<file path="config.mk">
export PLATFORM = sky130hd
export DESIGN_NAME = pmp_port
export DESIGN_NICKNAME = d
export VERILOG_FILES = /design/src/verilog/pmp_pkg.sv /design/src/verilog/pmp_buf2.sv /design/src/verilog/pmp_clkgen.sv /design/src/verilog/pmp_port.sv
export VERILOG_INCLUDE_DIRS = /design/src /design/src/verilog
export SDC_FILE = /design/constraint.sdc
export NUM_CORES = 1
export LEC_CHECK = 0
export ABC_AREA = 1
export BUFFER_PORTS_ARGS = -buffer_cell sky130_fd_sc_hd__buf_2
export CORE_AREA = 2 2 88 90
export CTS_CLUSTER_DIAMETER = 30
export DETAILED_ROUTE_END_ITERATION = 6
export DIE_AREA = 0 0 90 92
export PLACE_DENSITY_LB_ADDON = 0.1
export SLEW_MARGIN = 20
export SYNTH_ARGS = -nofsm -noshare
export SYNTH_HDL_FRONTEND = slang
export SYNTH_SLANG_ARGS = --single-unit
</file>
<file path="constraint.sdc">
create_clock -name clk_sys -period 2 [get_ports clk_sys]
set_clock_uncertainty 0.2 [all_clocks]
set_input_delay 0 -clock clk_sys [delete_from_list [all_inputs] [get_ports clk_sys]]
set_output_delay 0 -clock clk_sys [all_outputs]
set_load 0.1 [all_outputs]
</file>
<file path="src/verilog/pmp_map.svh">
// named constants for the mac-side mii/rmii data port
`ifndef PMP_MAP_SVH
`define PMP_MAP_SVH

// ---------------------------------------------------------------
// clock division and strap timing
// ---------------------------------------------------------------
`define PMP_DIV_W 3
`define PMP_DIV10_LAST 3'd4
`define PMP_STRAP_W 2
`define PMP_STRAP_HOLD 2'd3

// ---------------------------------------------------------------
// data widths, field positions and reset values
// ---------------------------------------------------------------
`define PMP_NIB_W 4
`define PMP_ADDR_W 5
`define PMP_PIN_W 13
`define PMP_RXW_ERR 4
`define PMP_RX_CORRUPT 4'hf
`define PMP_NIB_ZERO 4'h0
`define PMP_SYNC_TXEN 12
`define PMP_SYNC_TXD_HI 11
`define PMP_SYNC_TXD_LO 8
`define PMP_SYNC_COL 7
`define PMP_SYNC_CRS 6
`define PMP_SYNC_ER 5
`define PMP_SYNC_DV 4

`endif

</file>
<file path="src/verilog/pmp_pkg.sv">
// types shared by the mac-side data port
package pmp_pkg;

  // receive-side output sequencing
  typedef enum logic [1:0] {PMP_RX_IDLE, PMP_RX_ACTIVE, PMP_RX_DIB_HI} pmp_rx_st_t;

endpackage

</file>
<file path="src/verilog/pmp_buf2.sv">
// two-entry valid/ready buffer
`include "pmp_map.svh"

module pmp_buf2
  import pmp_pkg::*;
#(
  parameter int WIDTH = 5
)
(
  input wire logic clk_sys,
  input wire logic sys_rst,
  input wire logic ce,
  input wire logic in_valid,
  output logic in_ready,
  input wire logic [WIDTH-1:0] in_data,
  output logic out_valid,
  input wire logic out_ready,
  output logic [WIDTH-1:0] out_data
);

  logic [WIDTH-1:0] mem_q [2];
  logic wr_ptr_q;
  logic rd_ptr_q;
  logic [1:0] count_q;
  logic push;
  logic pop;

  // full and empty come straight from the count
  assign in_ready = (count_q != 2'd2);
  assign out_valid = (count_q != 2'd0);
  assign out_data = mem_q[rd_ptr_q];
  assign push = in_valid & in_ready & ce;
  assign pop = out_valid & out_ready & ce;

  // ---------------------------------------------------------------
  // storage, written by index
  // ---------------------------------------------------------------
  always_ff @(posedge clk_sys)
  begin
    if (push)
      mem_q[wr_ptr_q] <= in_data;
  end

  // ---------------------------------------------------------------
  // pointers and occupancy
  // ---------------------------------------------------------------
  always_ff @(posedge clk_sys or posedge sys_rst)
  begin
    if (sys_rst)
    begin
      wr_ptr_q <= 1'b0;
      rd_ptr_q <= 1'b0;
      count_q <= 2'd0;
    end
    else
    begin
      wr_ptr_q <= wr_ptr_q ^ push;
      rd_ptr_q <= rd_ptr_q ^ pop;
      count_q <= count_q + {1'b0, push} - {1'b0, pop};
    end
  end

endmodule

</file>
<file path="src/verilog/pmp_clkgen.sv">
// clock follower and divider driven by a sampled clock pin
`include "pmp_map.svh"

module pmp_clkgen
  import pmp_pkg::*;
(
  input wire logic clk_sys,
  input wire logic sys_rst,
  input wire logic ce,
  input wire logic clk_pin,
  input wire logic div10,
  output logic clk_q,
  output logic rise_stb,
  output logic fall_stb
);

  logic [1:0] sync_q;
  logic lvl_q;
  logic [`PMP_DIV_W-1:0] cnt_q;
  logic [`PMP_DIV_W-1:0] cnt_d;
  logic pin_rise;
  logic cnt_last;
  logic clk_d;

  // ---------------------------------------------------------------
  // pin synchroniser and edge detect
  // ---------------------------------------------------------------
  always_ff @(posedge clk_sys or posedge sys_rst)
  begin
    if (sys_rst)
    begin
      sync_q <= 2'h0;
      lvl_q <= 1'b0;
    end
    else if (ce)
    begin
      sync_q <= {sync_q[0], clk_pin};
      lvl_q <= sync_q[1];
    end
  end

  // every output edge comes from a pin edge, so the phase to the pin is fixed
  assign pin_rise = sync_q[1] & ~lvl_q;
  assign cnt_last = (cnt_q == `PMP_DIV10_LAST);
  assign cnt_d = !pin_rise ? cnt_q : (cnt_last ? '0 : cnt_q + `PMP_DIV_W'(1));
  assign clk_d = div10 ? ((pin_rise & cnt_last) ? ~clk_q : clk_q) : sync_q[1];
  assign rise_stb = clk_d & ~clk_q;
  assign fall_stb = ~clk_d & clk_q;

  // ---------------------------------------------------------------
  // divider state
  // ---------------------------------------------------------------
  always_ff @(posedge clk_sys or posedge sys_rst)
  begin
    if (sys_rst)
    begin
      cnt_q <= '0;
      clk_q <= 1'b0;
    end
    else if (ce)
    begin
      cnt_q <= cnt_d;
      clk_q <= clk_d;
    end
  end

endmodule

</file>
<file path="src/verilog/pmp_port.sv">
// mac-side mii/rmii data port of a 10/100 phy
`include "pmp_map.svh"

module pmp_port
  import pmp_pkg::*;
(
  input wire logic clk_sys,
  input wire logic sys_rst,
  input wire logic ce,
  input wire logic ref_clock_in,
  input wire logic rec_clk_in,
  input wire logic speed_100,
  input wire logic full_duplex,
  input wire logic rx_carrier,
  input wire logic rx_in_valid,
  output logic rx_in_ready,
  input wire logic [3:0] rx_in_data,
  input wire logic rx_in_err,
  output logic [3:0] tx_out_data,
  output logic tx_out_stb,
  output logic tx_active,
  output logic tx_clk_o,
  output logic tx_clk_oe,
  output logic rx_clk_o,
  output logic rx_clk_oe,
  input wire logic tx_en,
  input wire logic [3:0] txd,
  input wire logic [3:0] rxd_i,
  output logic [3:0] rxd_o,
  output logic rxd_oe,
  input wire logic rx_dv_i,
  output logic rx_dv_o,
  output logic rx_dv_oe,
  input wire logic rx_er_i,
  output logic rx_er_o,
  output logic rx_er_oe,
  input wire logic crs_i,
  output logic crs_o,
  output logic crs_oe,
  input wire logic col_i,
  output logic col_o,
  output logic col_oe,
  output logic [4:0] phy_addr,
  output logic rmii_mode,
  output logic strap_crossover_enable,
  output logic strap_indicator_config
);

  logic [`PMP_PIN_W-1:0] pin_s1_q;
  logic [`PMP_PIN_W-1:0] pin_s2_q;
  logic [`PMP_STRAP_W-1:0] strap_cnt_q;
  logic strap_phase;
  logic [`PMP_ADDR_W-1:0] addr_q;
  logic rmii_q;
  logic xover_q;
  logic ledcfg_q;
  logic div10;
  logic tx_rise;
  logic tx_fall;
  logic rx_fall;
  logic rx_upd;
  logic [4:0] rxb_data;
  logic rxb_valid;
  logic rxb_pop;
  logic [3:0] rxb_nib;
  pmp_rx_st_t rx_st_q;
  pmp_rx_st_t rx_st_d;
  logic [3:0] rxd_q;
  logic [3:0] rxd_d;
  logic [1:0] hi_dib_q;
  logic [1:0] hi_dib_d;
  logic dv_q;
  logic dv_d;
  logic er_q;
  logic er_d;
  logic crs_q;
  logic col_q;
  logic tx_en_s;
  logic [3:0] txd_s;
  logic tx_phase_q;
  logic [1:0] tx_lo_q;
  logic [3:0] tx_word_q;
  logic tx_stb_q;
  logic tx_act_q;

  // ---------------------------------------------------------------
  // pin synchronisers
  // ---------------------------------------------------------------
  // no reset here: the strap capture must see the pins while reset is held
  always_ff @(posedge clk_sys)
  begin
    if (ce)
    begin
      pin_s1_q <= {tx_en, txd, col_i, crs_i, rx_er_i, rx_dv_i, rxd_i};
      pin_s2_q <= pin_s1_q;
    end
  end

  assign tx_en_s = pin_s2_q[`PMP_SYNC_TXEN];
  assign txd_s = pin_s2_q[`PMP_SYNC_TXD_HI:`PMP_SYNC_TXD_LO];

  // ---------------------------------------------------------------
  // strap window
  // ---------------------------------------------------------------
  // held open a few cycles past release so the synchronisers have settled
  always_ff @(posedge clk_sys or posedge sys_rst)
  begin
    if (sys_rst)
      strap_cnt_q <= '0;
    else if (ce && strap_phase)
      strap_cnt_q <= strap_cnt_q + `PMP_STRAP_W'(1);
  end

  assign strap_phase = (strap_cnt_q != `PMP_STRAP_HOLD);

  // pullups and pulldowns outside set the defaults, giving address one
  always_ff @(posedge clk_sys)
  begin
    if (ce && strap_phase)
    begin
      addr_q <= {pin_s2_q[3:0], pin_s2_q[`PMP_SYNC_COL]};
      rmii_q <= ~pin_s2_q[`PMP_SYNC_DV];
      xover_q <= pin_s2_q[`PMP_SYNC_ER];
      ledcfg_q <= pin_s2_q[`PMP_SYNC_CRS];
    end
  end

  assign phy_addr = addr_q;
  assign rmii_mode = rmii_q;
  assign strap_crossover_enable = xover_q;
  assign strap_indicator_config = ledcfg_q;

  // ---------------------------------------------------------------
  // transmit and receive clocks
  // ---------------------------------------------------------------
  // rmii forces the reference rate; the divide only applies to mii at 10 Mb/s
  assign div10 = ~rmii_q & ~speed_100;

  pmp_clkgen u_txclk (
    .clk_sys(clk_sys),
    .sys_rst(sys_rst),
    .ce(ce),
    .clk_pin(ref_clock_in),
    .div10(div10),
    .clk_q(tx_clk_o),
    .rise_stb(tx_rise),
    .fall_stb(tx_fall)
  );

  pmp_clkgen u_rxclk (
    .clk_sys(clk_sys),
    .sys_rst(sys_rst),
    .ce(ce),
    .clk_pin(rec_clk_in),
    .div10(div10),
    .clk_q(rx_clk_o),
    .rise_stb(),
    .fall_stb(rx_fall)
  );

  // clock pins only face the mac in mii mode
  assign tx_clk_oe = ~strap_phase & ~rmii_q;
  assign rx_clk_oe = ~strap_phase & ~rmii_q;

  // ---------------------------------------------------------------
  // transmit capture
  // ---------------------------------------------------------------
  // sampled on the rising edge the mac sees; in rmii that is the reference
  always_ff @(posedge clk_sys or posedge sys_rst)
  begin
    if (sys_rst)
    begin
      tx_phase_q <= 1'b0;
      tx_lo_q <= 2'h0;
      tx_word_q <= `PMP_NIB_ZERO;
      tx_stb_q <= 1'b0;
      tx_act_q <= 1'b0;
    end
    else if (ce)
    begin
      tx_stb_q <= 1'b0;
      if (tx_rise)
      begin
        tx_act_q <= tx_en_s;
        if (!tx_en_s)
          tx_phase_q <= 1'b0;
        else if (!rmii_q)
        begin
          tx_word_q <= txd_s;
          tx_stb_q <= 1'b1;
        end
        else if (!tx_phase_q)
        begin
          tx_lo_q <= txd_s[1:0];
          tx_phase_q <= 1'b1;
        end
        else
        begin
          tx_word_q <= {txd_s[1:0], tx_lo_q};
          tx_stb_q <= 1'b1;
          tx_phase_q <= 1'b0;
        end
      end
    end
  end

  assign tx_out_data = tx_word_q;
  assign tx_out_stb = tx_stb_q;
  assign tx_active = tx_act_q;

  // ---------------------------------------------------------------
  // receive buffer
  // ---------------------------------------------------------------
  // absorbs the gap between core words and the slower mac-side strobes
  pmp_buf2 #(.WIDTH(5)) u_rxbuf (
    .clk_sys(clk_sys),
    .sys_rst(sys_rst),
    .ce(ce),
    .in_valid(rx_in_valid),
    .in_ready(rx_in_ready),
    .in_data({rx_in_err, rx_in_data}),
    .out_valid(rxb_valid),
    .out_ready(rxb_pop),
    .out_data(rxb_data)
  );

  // ---------------------------------------------------------------
  // receive output sequencing
  // ---------------------------------------------------------------
  // lines change on the falling edge so the mac samples a stable rising edge
  assign rx_upd = rmii_q ? tx_fall : rx_fall;
  assign rxb_pop = rx_upd & rxb_valid & (rx_st_q != PMP_RX_DIB_HI);
  // an errored word is inverted, so its crc can never check
  assign rxb_nib = rxb_data[`PMP_RXW_ERR] ? (rxb_data[3:0] ^ `PMP_RX_CORRUPT) : rxb_data[3:0];

  always_comb
  begin
    rx_st_d = rx_st_q;
    rxd_d = rxd_q;
    hi_dib_d = hi_dib_q;
    dv_d = dv_q;
    er_d = er_q;
    if (rx_upd)
    begin
      unique case (rx_st_q)
        PMP_RX_DIB_HI:
        begin
          rxd_d = {2'h0, hi_dib_q};
          rx_st_d = PMP_RX_ACTIVE;
        end
        PMP_RX_IDLE, PMP_RX_ACTIVE:
        begin
          if (rxb_valid)
          begin
            dv_d = 1'b1;
            er_d = rxb_data[`PMP_RXW_ERR];
            rxd_d = rmii_q ? {2'h0, rxb_nib[1:0]} : rxb_nib;
            hi_dib_d = rxb_nib[3:2];
            rx_st_d = rmii_q ? PMP_RX_DIB_HI : PMP_RX_ACTIVE;
          end
          else
          begin
            dv_d = 1'b0;
            er_d = 1'b0;
            rxd_d = `PMP_NIB_ZERO;
            rx_st_d = PMP_RX_IDLE;
          end
        end
      endcase
    end
  end

  always_ff @(posedge clk_sys or posedge sys_rst)
  begin
    if (sys_rst)
    begin
      rx_st_q <= PMP_RX_IDLE;
      rxd_q <= `PMP_NIB_ZERO;
      hi_dib_q <= 2'h0;
      dv_q <= 1'b0;
      er_q <= 1'b0;
    end
    else if (ce)
    begin
      rx_st_q <= rx_st_d;
      rxd_q <= rxd_d;
      hi_dib_q <= hi_dib_d;
      dv_q <= dv_d;
      er_q <= er_d;
    end
  end

  // ---------------------------------------------------------------
  // carrier sense and collision
  // ---------------------------------------------------------------
  always_ff @(posedge clk_sys or posedge sys_rst)
  begin
    if (sys_rst)
    begin
      crs_q <= 1'b0;
      col_q <= 1'b0;
    end
    else if (ce)
    begin
      crs_q <= rmii_q ? (rx_carrier | dv_d) : rx_carrier;
      col_q <= ~rmii_q & ~full_duplex & tx_act_q & rx_carrier;
    end
  end

  // ---------------------------------------------------------------
  // shared pin drive
  // ---------------------------------------------------------------
  // pins stay released while straps are read
  assign rxd_o = rxd_q;
  assign rx_dv_o = dv_q;
  assign rx_er_o = er_q;
  assign crs_o = crs_q;
  assign col_o = col_q;
  assign rxd_oe = ~strap_phase;
  assign rx_dv_oe = ~strap_phase;
  assign rx_er_oe = ~strap_phase;
  assign crs_oe = ~strap_phase;
  assign col_oe = ~strap_phase & ~rmii_q;
endmodule
</file>
# Yosys cells after proc, flatten, opt, wreduce, memory -nomap -nowiden
# Memory sizes are Yosys's and may differ from the RTL's.
# Index checks and enable logic that the tools add are counted.
# word_totals
regBits	75
ramBits	10
out_inout_bits	32
word_cells	122
memories	1
# classes
n_addsub	5
n_eq_ne	9
mux	30
n_bitwise	34
reduce_logical	13
# memory_table
memory	depth	width	read_ports	rd_clocked_by_memory_dff	write_ports	line	source
u_rxbuf.mem_q	2	5	1	0	1	pmp_buf2.sv:21	logic [WIDTH-1:0] mem_q [2];
# op_table
cell	count
4-bit two-way mux	5
1-bit two-way mux	19
1-bit bitwise AND	18
1-bit inverter	12
4-bit case mux with 2 select lines	1
2-bit AND reduction	4
4-bit AND reduction	2
3-bit by 1-bit adder with 3-bit output (second input constant)	2
3-bit == test (second input constant)	2
3-bit two-way mux	2
2-bit inequality test (second input constant)	3
3-bit AND reduction	2
5-bit AND reduction	1
2-bit two-way mux	2
2-bit by 1-bit inequality test with 1-bit output (second input constant)	2
4-bit inverter	1
2-bit case mux with 2 select lines	1
2-bit by 1-bit adder with 2-bit output	1
2-bit by 1-bit adder with 2-bit output (second input constant)	1
2-bit by 1-bit == test with 1-bit output (second input constant)	1
2-bit == test (second input constant)	1
2-bit logical NOT	1
2-bit nonzero test	1
2-bit OR reduction	1
4 further kinds	5

# Depth between registers and ports, before layout
# Gate-level depths: netlist (run 1).
# logic_depth
word_depth	13
ltp_mapped	15

# By module
# Synthesis (run 1) repeated with hierarchy kept, for this count alone.
# hier_totals
hier_cells	324
hier_area_um2	3607.2
# by_module_without_submodules
mod	instances	cells_each	area_per_inst_um2
pmp_port	1	171	2225.9
pmp_clkgen	2	47	382.9
pmp_buf2	1	59	615.6

# Worst setup path before layout (run 1)
# OpenSTA, ideal clock, no wires.
# synth_path
path_kind	register to output
startpoint	reg strap_cnt_q[0]
endpoint	out rx_clk_oe
arrival_time_ps	3142
t_required_ps	1800
setup_slack_ps	-1342
path_stages_with_launch	5
n_path_buf	1
path_cell_list	dfrtp_1 ha_1 inv_1 nor2_1 buf_4
# synth_via
elab_chain_cells	3
# synth_rtl
element	line	source
start: declaration	pmp_port.sv:51	logic [`PMP_STRAP_W-1:0] strap_cnt_q;
start signal: assignment	pmp_port.sv:111	strap_cnt_q <= strap_cnt_q + `PMP_STRAP_W'(1);
2-bit inequality test (no source line)	n/a	
1-bit inverter	n/a	
net crs_oe	pmp_port.sv:39	output logic crs_oe,
1-bit bitwise AND	pmp_port.sv:163	assign rx_clk_oe = ~strap_phase & ~rmii_q;
end: declaration	pmp_port.sv:25	output logic rx_clk_oe,
# The timed path passes the listed nets, and every way through them passes these cells.

# Worst setup path after layout (run 1)
# layout_path
startpoint	reg u_rxclk.cnt_q[1]
endpoint	reg u_rxbuf.count_q[1]
# layout_via
elab_chain_cells	12
# layout_rtl
element	line	source
start: declaration	pmp_clkgen.sv:19	logic [`PMP_DIV_W-1:0] cnt_q;
start signal: assignment	pmp_clkgen.sv:62	cnt_q <= cnt_d;
3-bit == test (no source line)	n/a	
1-bit bitwise AND	pmp_clkgen.sv:46	assign clk_d = div10 ? ((pin_rise & cnt_last) ? ~clk_q : clk_q) : sync_q[1];
1-bit two-way mux (2 in series)	pmp_clkgen.sv:46	
1-bit inverter	pmp_clkgen.sv:48	assign fall_stb = ~clk_d & clk_q;
1-bit bitwise AND	pmp_clkgen.sv:48	
1-bit two-way mux	pmp_port.sv:231	assign rx_upd = rmii_q ? tx_fall : rx_fall;
1-bit bitwise AND (2 in series)	pmp_port.sv:232	assign rxb_pop = rx_upd & rxb_valid & (rx_st_q != PMP_RX_DIB_HI);
1-bit bitwise AND (2 in series)	pmp_buf2.sv:33	assign pop = out_valid & out_ready & ce;
2-bit by 1-bit subtractor with 2-bit output	pmp_buf2.sv:59	count_q <= count_q + {1'b0, push} - {1'b0, pop};
end signal: assignment	pmp_buf2.sv:59	
end: declaration	pmp_buf2.sv:24	logic [1:0] count_q;
# No other way between the ends.
# A chain may end at the register's enable or synchronous reset.

==> results of run 1 <==
-- stage by stage --
step | instance area [um^2] | power (W) | util [%] | hold WS [ns] | instances
3_5_place_dp | 4006 | 0.005561 | 53.80 | -0.02774 | 462
5_1_grt | 4614 | 0.007324 | 61.96 | 0.1298 | 516
4_1_cts | 4553 | 0.006892 | 61.14 | 0.1150 | 511
3_3_place_gp | 4006 | 0.005508 | 53.80 | -0.03567 | 462
2_1_floorplan | 3602 | 0.005103 | - | -0.1043 | 303
6_report | 4614 | 0.006916 | 61.96 | 0.1073 | 516
-- registers in the layout, indices dropped and copies added (netlist names), 2 cells and up --
name	count
pin_s2_q	13
tx_out_data	4
hi_dib_q	2
u_rxclk.sync_q	2
tx_lo_q	2
u_rxbuf.count_q	2
rxd_o	4
phy_addr	5
u_txclk.cnt_q	3
u_rxclk.cnt_q	3
strap_cnt_q	2
u_txclk.sync_q	2
rx_st_q	2
pin_s1_q	13
u_rxbuf.mem_q	10
-- logic make-up after synthesis --
kind of cell	after synthesis	share of synthesized area [%]
compound gates	32	5.329
xor+xnor	6	1.482
fa+ha+maj	9	3.176
buf+inv	42	5.540
flops	85	66.20
mux	5	1.447
simple gates	124	16.83
-- how the worst min path moves through the flow --
stage                            from               end  cells past startpoint
after floorplan           full_duplex             col_o                      1
after global placement        sys_rst          rxd_o[0]                      3
after detailed placement      sys_rst          rxd_o[0]                      3
after CTS                     sys_rst  u_rxclk.cnt_q[2]                      4
after global routing          rx_er_i       pin_s1_q[5]                      2
final                         sys_rst        rx_st_q[0]                      4
-- report_power, final --
| group | switching (W) | internal (W) | leakage (nW) | total (W) |
|---|---|---|---|---|
| combinational | 0.00245 | 0.000783 | 1.10 | 0.00323 |
| sequential | 0.000257 | 0.00227 | 0.936 | 0.00253 |
| clock | 0.000673 | 0.000484 | 0.0988 | 0.00116 |
| total | 0.00338 | 0.00354 | 2.13 | 0.00692 |
-- worst register-to-register path, delay by kind of cell, from the launching register on --
| family | cells | cell delay (ns) |
|---|---|---|
| simple gates | 8 | 0.55 |
| xor+xnor | 1 | 0.12 |
| fa+ha+maj | 3 | 0.54 |
| flops | 1 | 0.40 |
| buf+inv | 3 | 0.19 |
-- layout make-up --
class | instances | area [um^2] | share of cell area [%]
Sequential cell | 85 | 2349 | 50.89
Tap cell | 102 | 127.6 | 2.766
Inverter | 30 | 115.1 | 2.495
Clock buffer | 9 | 123.9 | 2.684
Clock inverter | 7 | 62.56 | 1.356
Timing Repair Buffer | 107 | 730.7 | 15.84
Multi-Input combinational cell | 176 | 1106 | 23.97
-- cells in the final DEF (no fill, tap or decap), types with 3 or more instances in the layout --
| master | netlist | final |
|---|---|---|
| nand3_2 | 4 | 4 |
| inv_6 | 0 | 4 |
| nand2_2 | 0 | 6 |
| xor2_1 | 4 | 4 |
| o21ai_1 | 6 | 6 |
| nand4_1 | 6 | 6 |
| dlygate4sd3_1 | 0 | 29 |
| o21ai_0 | 16 | 16 |
| inv_1 | 24 | 20 |
| nor2_1 | 13 | 11 |
| dfrtp_1 | 41 | 40 |
| mux2i_1 | 4 | 4 |
| buf_2 | 1 | 58 |
| buf_4 | 6 | 20 |
| nand3_1 | 12 | 11 |
| clkbuf_8 | 0 | 9 |
| nor2_4 | 3 | 6 |
| ha_4 | 0 | 3 |
| ha_1 | 9 | 4 |
| inv_2 | 6 | 9 |
| edfxtp_1 | 44 | 44 |
| nand2_1 | 77 | 71 |
-- metal layers --
layer / vias to the layer above / global-route usage, % / share of wire [%]
met5: - / 0 / 0
met4: 0 / 8.333 / 2.1
met3: 9 / 3.205 / 3.7
met2: 58 / 26.38 / 47
met1: 1128 / 23.57 / 47
li1: 1224 / - / -
-- repair_timing --
item | CTS | global route
setup buffers | 4 | 5
endpoints found under the hold margin | 79 | 0
resized for setup | 10 | 6
endpoints found under the setup margin | 2 | 6
hold buffers | 29 | 0
pin swaps | 8 | 6
==> metrics.yaml, run 1 <==
pwr:
  max-vdd-ir-drop_mv: 0.8137
  p_per_area_nw_per_um2: 1499
  power.leakage_nw: 2.134
cts:
  cts_buffers: 9
  clock_path_buffers: 2
  htree_levels: 3
  root_buffer: "clkbuf_8"
  cts.sinks: 85
  clk_pin_slew_ns: 0.09
  cts_tree: "done"
  worstSkewPairLatency_ns: 0.35
logic_synthesis:
  synthDistinctLibCells: 36
  syn_inst: 303
  syn_nets: 339
  synth_area_per_cell_um2: 11.70
  synthArstFlopShare_pct: 48.24
  synth-edff-count: 44
  ys_ff_latch: 85
  synth.largest_area_cell: "edfxtp_1"
  synth_ff_type: "edfxtp_1"
  yosysWarnings: 0
  synthTopCellsByArea: "edfxtp_1 (37%), dfrtp_1 (29%), nand2_1 (8.2%)"
  synth-seq-area-share_pct: 66.20
  synthesis.area_um2: 3546
  synth_most_common_cell: "nand2_1"
  yosys.area.top_type_share_pct: 37.26
  synthTopCellsByCount: "nand2_1 (77), edfxtp_1 (44), dfrtp_1 (41)"
worst_setup_path:
  crit_path_end_kind: "flip-flop"
  crit_cells: 15
  path_class: "flip-flop to flip-flop"
  crit_path_max_incr_delay_ns: 0.40
  path_buf_inv: 3
  r2r-end: "u_rxbuf.count_q[1]"
  reg2reg_slack_ns: -0.09
  startpoint: "u_rxclk.cnt_q[1]"
  slowest_stage: "dfrtp_1"
  cp-endpoint: "u_rxbuf.count_q[1]"
  critical_path.top_delay_family: "simple AND/OR/NAND/NOR gates"
  worst_r2r_path_depth: 15
  crit_required_ns: 2.04
  crit_path_start_kind: "flip-flop"
  path_cells: "inv_2 -> ha_4 -> nand2_2 -> inv_2 -> nand2_1 -> nand2_1 -> nand3_2 -> nand3_2 -> nand2_4 -> nand2_4 -> nor2_4 -> ha_4 -> inv_4 -> ha_4 -> xnor2_1"
  crit_top_cell: "ha_4"
  arrival_ns: 2.13
  path_max_fanout: 2
  worstReg2RegStart: "u_rxclk.cnt_q[1]"
sta:
  max_slew_margin_pct: 64.17
  tns_ns: -0.1059
  setup_viol: 2
  min_period_ns: 2.090
  rsz0062_at_grt: "true"
  tightest_slew_ns: 0.5374
  finalCritPeriodShare_pct: 104.5
  fmax_mhz: 478.5
  setup_slack_ns: -0.08994
  drv_slew: 0
  hold_violations: 0
finish:
  diodes: 0
  drive_gt1_share_pct: 33.33
  num-nets-final: 445
  fillers: 632
  area_growth_pct: 30.13
floorplanning:
  coreArea_um2: 7447
  placementRows: 32
  die_y_um: 92
  io_pins: 59
  start_util_pct: 47.61
  die_area_um2: 8280
  die_x_um: 90
detailed_routing:
  antenna_left: 0
  dr.first_iter.drc_count: 122
  viasPerCell: 4.688
  routed-via-count: 2419
  wirelength_mm: 6.629
  wire_per_inst_um: 12.85
  drt-pass1-iter-count: 4
  drc: 0
global_route:
  grt_start_max_net_pins: 42
  first_global_vias: 2340
  antenna_found_initial: 0
  gr-total-overflow: 0
  grt_use_total_pct: 17.12
  grt_pass1_wl_mm: 10.96
hold_path:
  timing.hold.worst.class: "input pin to async pin"
place:
  pre_cts_ws_ns: -0.1932
  place.gp.congestion: 0.7782
  port_buffers: 58
  place_hpwl_mm: 4.353
run_status:
  status: "finished with violations"
  violations: "negative setup slack"
run:
  maxCapViolations: 0
(Power assumes the default switching activity.)
==> run 2: changes to the inputs <==
--- a/config.mk
+++ b/config.mk
@@ -16,4 +16,5 @@
 export SLEW_MARGIN = 20
 export SYNTH_ARGS = -nofsm -noshare
 export SYNTH_HDL_FRONTEND = slang
+export SYNTH_HIERARCHICAL = 1
 export SYNTH_SLANG_ARGS = --single-unit
==> metrics.yaml, run 2 <==
global_route:
  antenna_found_initial: 0  # unchanged
  grt_use_total_pct: 18.72  # was 17.12%
  gr-total-overflow: 0  # unchanged
  grt_start_max_net_pins: 24  # was 42
  first_global_vias: 2705  # was 2340
  grt_pass1_wl_mm: 12.15  # was 10.96 mm
cts:
  clk_pin_slew_ns: 0.08  # was 0.09 ns
  clock_path_buffers: 2  # unchanged
  root_buffer: "clkbuf_8"  # unchanged
  worstSkewPairLatency_ns: 0.35  # about the same
  htree_levels: 3  # unchanged
  cts_buffers: 9  # unchanged
  cts.sinks: 85  # unchanged
  cts_tree: "done"  # unchanged
detailed_routing:
  drc: 0  # unchanged
  dr.first_iter.drc_count: 88  # was 122
  viasPerCell: 4.535  # was 4.688
  antenna_left: 0  # unchanged
  drt-pass1-iter-count: 4  # unchanged
  wirelength_mm: 7.213  # was 6.629 mm
  routed-via-count: 2635  # was 2419
  wire_per_inst_um: 12.41  # was 12.85 um
finish:
  area_growth_pct: 42.18  # was 30.13%
  final_common_cell: "nand2_1"  # unchanged
  drive_gt1_share_pct: 42.59  # was 33.33%
  largestRegisters: "pin_s1_q x13, pin_s2_q x13, u_rxbuf/mem_q x10"  # was pin_s1_q x13, pin_s2_q x13, u_rxbuf.mem_q x10
  diodes: 0  # unchanged
  fillers: 618  # was 632
  finalNonFillerCells: 581  # was 516
  num-nets-final: 510  # was 445
  final_cell_mix: "nand2_1 (70), buf_2 (58), buf_4 (57), edfxtp_1 (44), dfrtp_1 (41)"  # was nand2_1 (71), buf_2 (58), edfxtp_1 (44), dfrtp_1 (40), dlygate4sd3_1 (29)
worst_setup_path:
  crit_path_max_incr_delay_ns: 0.40  # about the same
  crit_required_ns: 2.04  # about the same
  crit_path_end_kind: "flip-flop"  # unchanged
  arrival_ns: 2.48  # was 2.13 ns
  reg2reg_slack_ns: -0.44  # was -0.09 ns
  startpoint: "u_rxclk/cnt_q[1]"  # was u_rxclk.cnt_q[1]
  path_max_fanout: 2  # unchanged
  slowest_stage: "dfrtp_1"  # unchanged
  critical_path.top_delay_family: "simple AND/OR/NAND/NOR gates"  # unchanged
  worst_r2r_path_depth: 24  # was 15
  r2r-end: "u_rxbuf/count_q[1]"  # was u_rxbuf.count_q[1]
  crit_path_start_kind: "flip-flop"  # unchanged
  cp-endpoint: "u_rxbuf/count_q[1]"  # was u_rxbuf.count_q[1]
  crit_cells: 24  # was 15
  path_cells: "inv_2 -> ha_4 -> nand2_4 -> inv_2 -> nand2_2 -> nand2_2 -> nand3_2 -> nand2_1 -> nand2_1 -> inv_1 -> nand2_2 -> nand2_4 -> nand2_2 -> a21oi_2 -> nand2_1 -> inv_2 -> nand2_2 -> inv_2 -> ha_4 -> inv_2 -> ha_4 -> inv_2 -> nand2_1 -> nand2_1"  # was inv_2 -> ha_4 -> nand2_2 -> inv_2 -> nand2_1 -> nand2_1 -> nand3_2 -> nand3_2 -> nand2_4 -> nand2_4 -> nor2_4 -> ha_4 -> inv_4 -> ha_4 -> xnor2_1
  path_class: "flip-flop to flip-flop"  # unchanged
  path_buf_inv: 7  # was 3
  crit_top_cell: "inv_2"  # was ha_4
  worstReg2RegStart: "u_rxclk/cnt_q[1]"  # was u_rxclk.cnt_q[1]
sta:
  finalCritPeriodShare_pct: 121.8  # was 104.5%
  setup_viol: 13  # was 2
  rsz0062_at_grt: "true"  # unchanged
  drv_slew: 0  # unchanged
  max_slew_margin_pct: 66.62  # was 64.17%
  holdWs_ns: -0.00008216  # was 0.1073 ns
  hold_violations: 1  # was 0
  fmax_mhz: 410.5  # was 478.5 MHz
  tightest_slew_ns: 0.5042  # was 0.5374 ns
  min_period_ns: 2.436  # was 2.090 ns
  setup_slack_ns: -0.4360  # was -0.08994 ns
place:
  place.gp.congestion: 0.7496  # was 0.7782
  post-place-cells: 501  # was 462
  port_buffers: 58  # unchanged
  place_hpwl_mm: 4.436  # was 4.353 mm
floorplanning:
  die_y_um: 92  # unchanged
  coreArea_um2: 7447  # unchanged
  die_area_um2: 8280  # unchanged
  io_pins: 59  # unchanged
  die_x_um: 90  # unchanged
  placementRows: 32  # unchanged
  start_util_pct: 48.32  # was 47.61%
pwr:
  netSwitchingPower_w: 0.003575  # was 0.003376 W
  clock_power_share_pct: 17.1  # was 16.7%
  max-vdd-ir-drop_mv: 0.8484  # was 0.8137 mV
  combPwrFrac_pct: 49.4  # was 46.7%
  p_int_w: 0.003970  # was 0.003540 W
  p_sw_share_pct: 47.39  # was 48.81%
  seqPwrFrac_pct: 33.5  # was 36.6%
  finalPower_w: 0.007545  # was 0.006916 W
  p_per_area_nw_per_um2: 1475  # was 1499 nW/um^2
  power.leakage_nw: 2.427  # was 2.134 nW
logic_synthesis:
  syn_nets: 358  # was 339
  synth_area_per_cell_um2: 11.18  # was 11.70 um^2
  synthesis.area_um2: 3598  # was 3546 um^2
  syn_inst: 322  # was 303
  yosysWarnings: 6  # was 0
run:
  maxCapViolations: 0  # unchanged
run_status:
  violations: "negative hold slack, negative setup slack"  # was negative setup slack
  status: "finished with violations"  # unchanged
hold_path:
  timing.hold.worst.class: "input pin to flip-flop"  # was input pin to async pin
  min_path_cells: 5
run 2: layout make-up:
class	instances	area [um^2]	area share, %
timing repair buffer	148	1054	20.59
sequential	85	2347	45.88
clock inverter	7	92.59	1.810
tap	102	127.6	2.494
inverter	45	181.4	3.546
clock buffer	9	123.9	2.421
multi-input combinational	185	1190	23.26
run 2: power by group through the flow:
stage | Combinational, W | Sequential [W] | Clock [W]
finish | 0.00373 | 0.00253 | 0.00129
global route | 0.00400 | 0.00258 | 0.00141
CTS | 0.00356 | 0.00251 | 0.00132
detailed placement | 0.00313 | 0.00255 | 0
global placement | 0.00309 | 0.00253 | 0
floorplan | 0.00150 | 0.00360 | 0
run 2: per-stage QoR:
stage | utilization, % | hold WS, ns | TNS [ns] | setup WS [ns] | instance area (um^2)
floorplan | - | -0.4339 | -12.42 | -1.030 | 3633
global placement | 56.32 | -0.2638 | -0.9653 | -0.4640 | 4194
detailed placement | 56.32 | -0.2570 | -1.448 | -0.5123 | 4194
CTS | 66.75 | 0.0004445 | -1.769 | -0.4163 | 4971
global route | 68.70 | 0.008879 | -5.672 | -0.6049 | 5116
finish | 68.70 | -0.00008216 | -2.222 | -0.4360 | 5116
run 2: worst min path at each step:
stage	startpoint	endpoint	slack, ns
global route	ce	pin_s2_q[1]	0.009
global placement	sys_rst	u_rxbuf/count_q[0]	-0.26
finish	speed_100	u_rxclk/clk_q	-0.00008
detailed placement	sys_rst	u_rxbuf/count_q[0]	-0.26
floorplan	sys_rst	u_rxbuf/count_q[0]	-0.43
CTS	ce	pin_s2_q[1]	0.0004
run 2: worst register-to-register path: cells and delay by family, from the launching register on:
kind | cells | cell delay [ns]
fa+ha+maj | 3 | 0.46
simple gates | 13 | 0.77
flops | 1 | 0.40
buf+inv | 7 | 0.41
compound gates | 1 | 0.11
run 2: routing by layer:
metal  up-vias  global-route usage (%)  share of wire (%)
li1       1348                       -                  -
met1      1221                   21.70                 44
met2        56                   33.58                 52
met3        10                   4.684                3.4
met4         0                   7.051                1.2
met5         -                       0                  0
run 2: repair_timing:
item,CTS,global route
buffers inserted,32,9
setup endpoints to repair,17,24
hold endpoints to repair,73,0
cloned,0,0
pin swaps,10,12
gates resized for setup,16,27
hold buffers,29,0
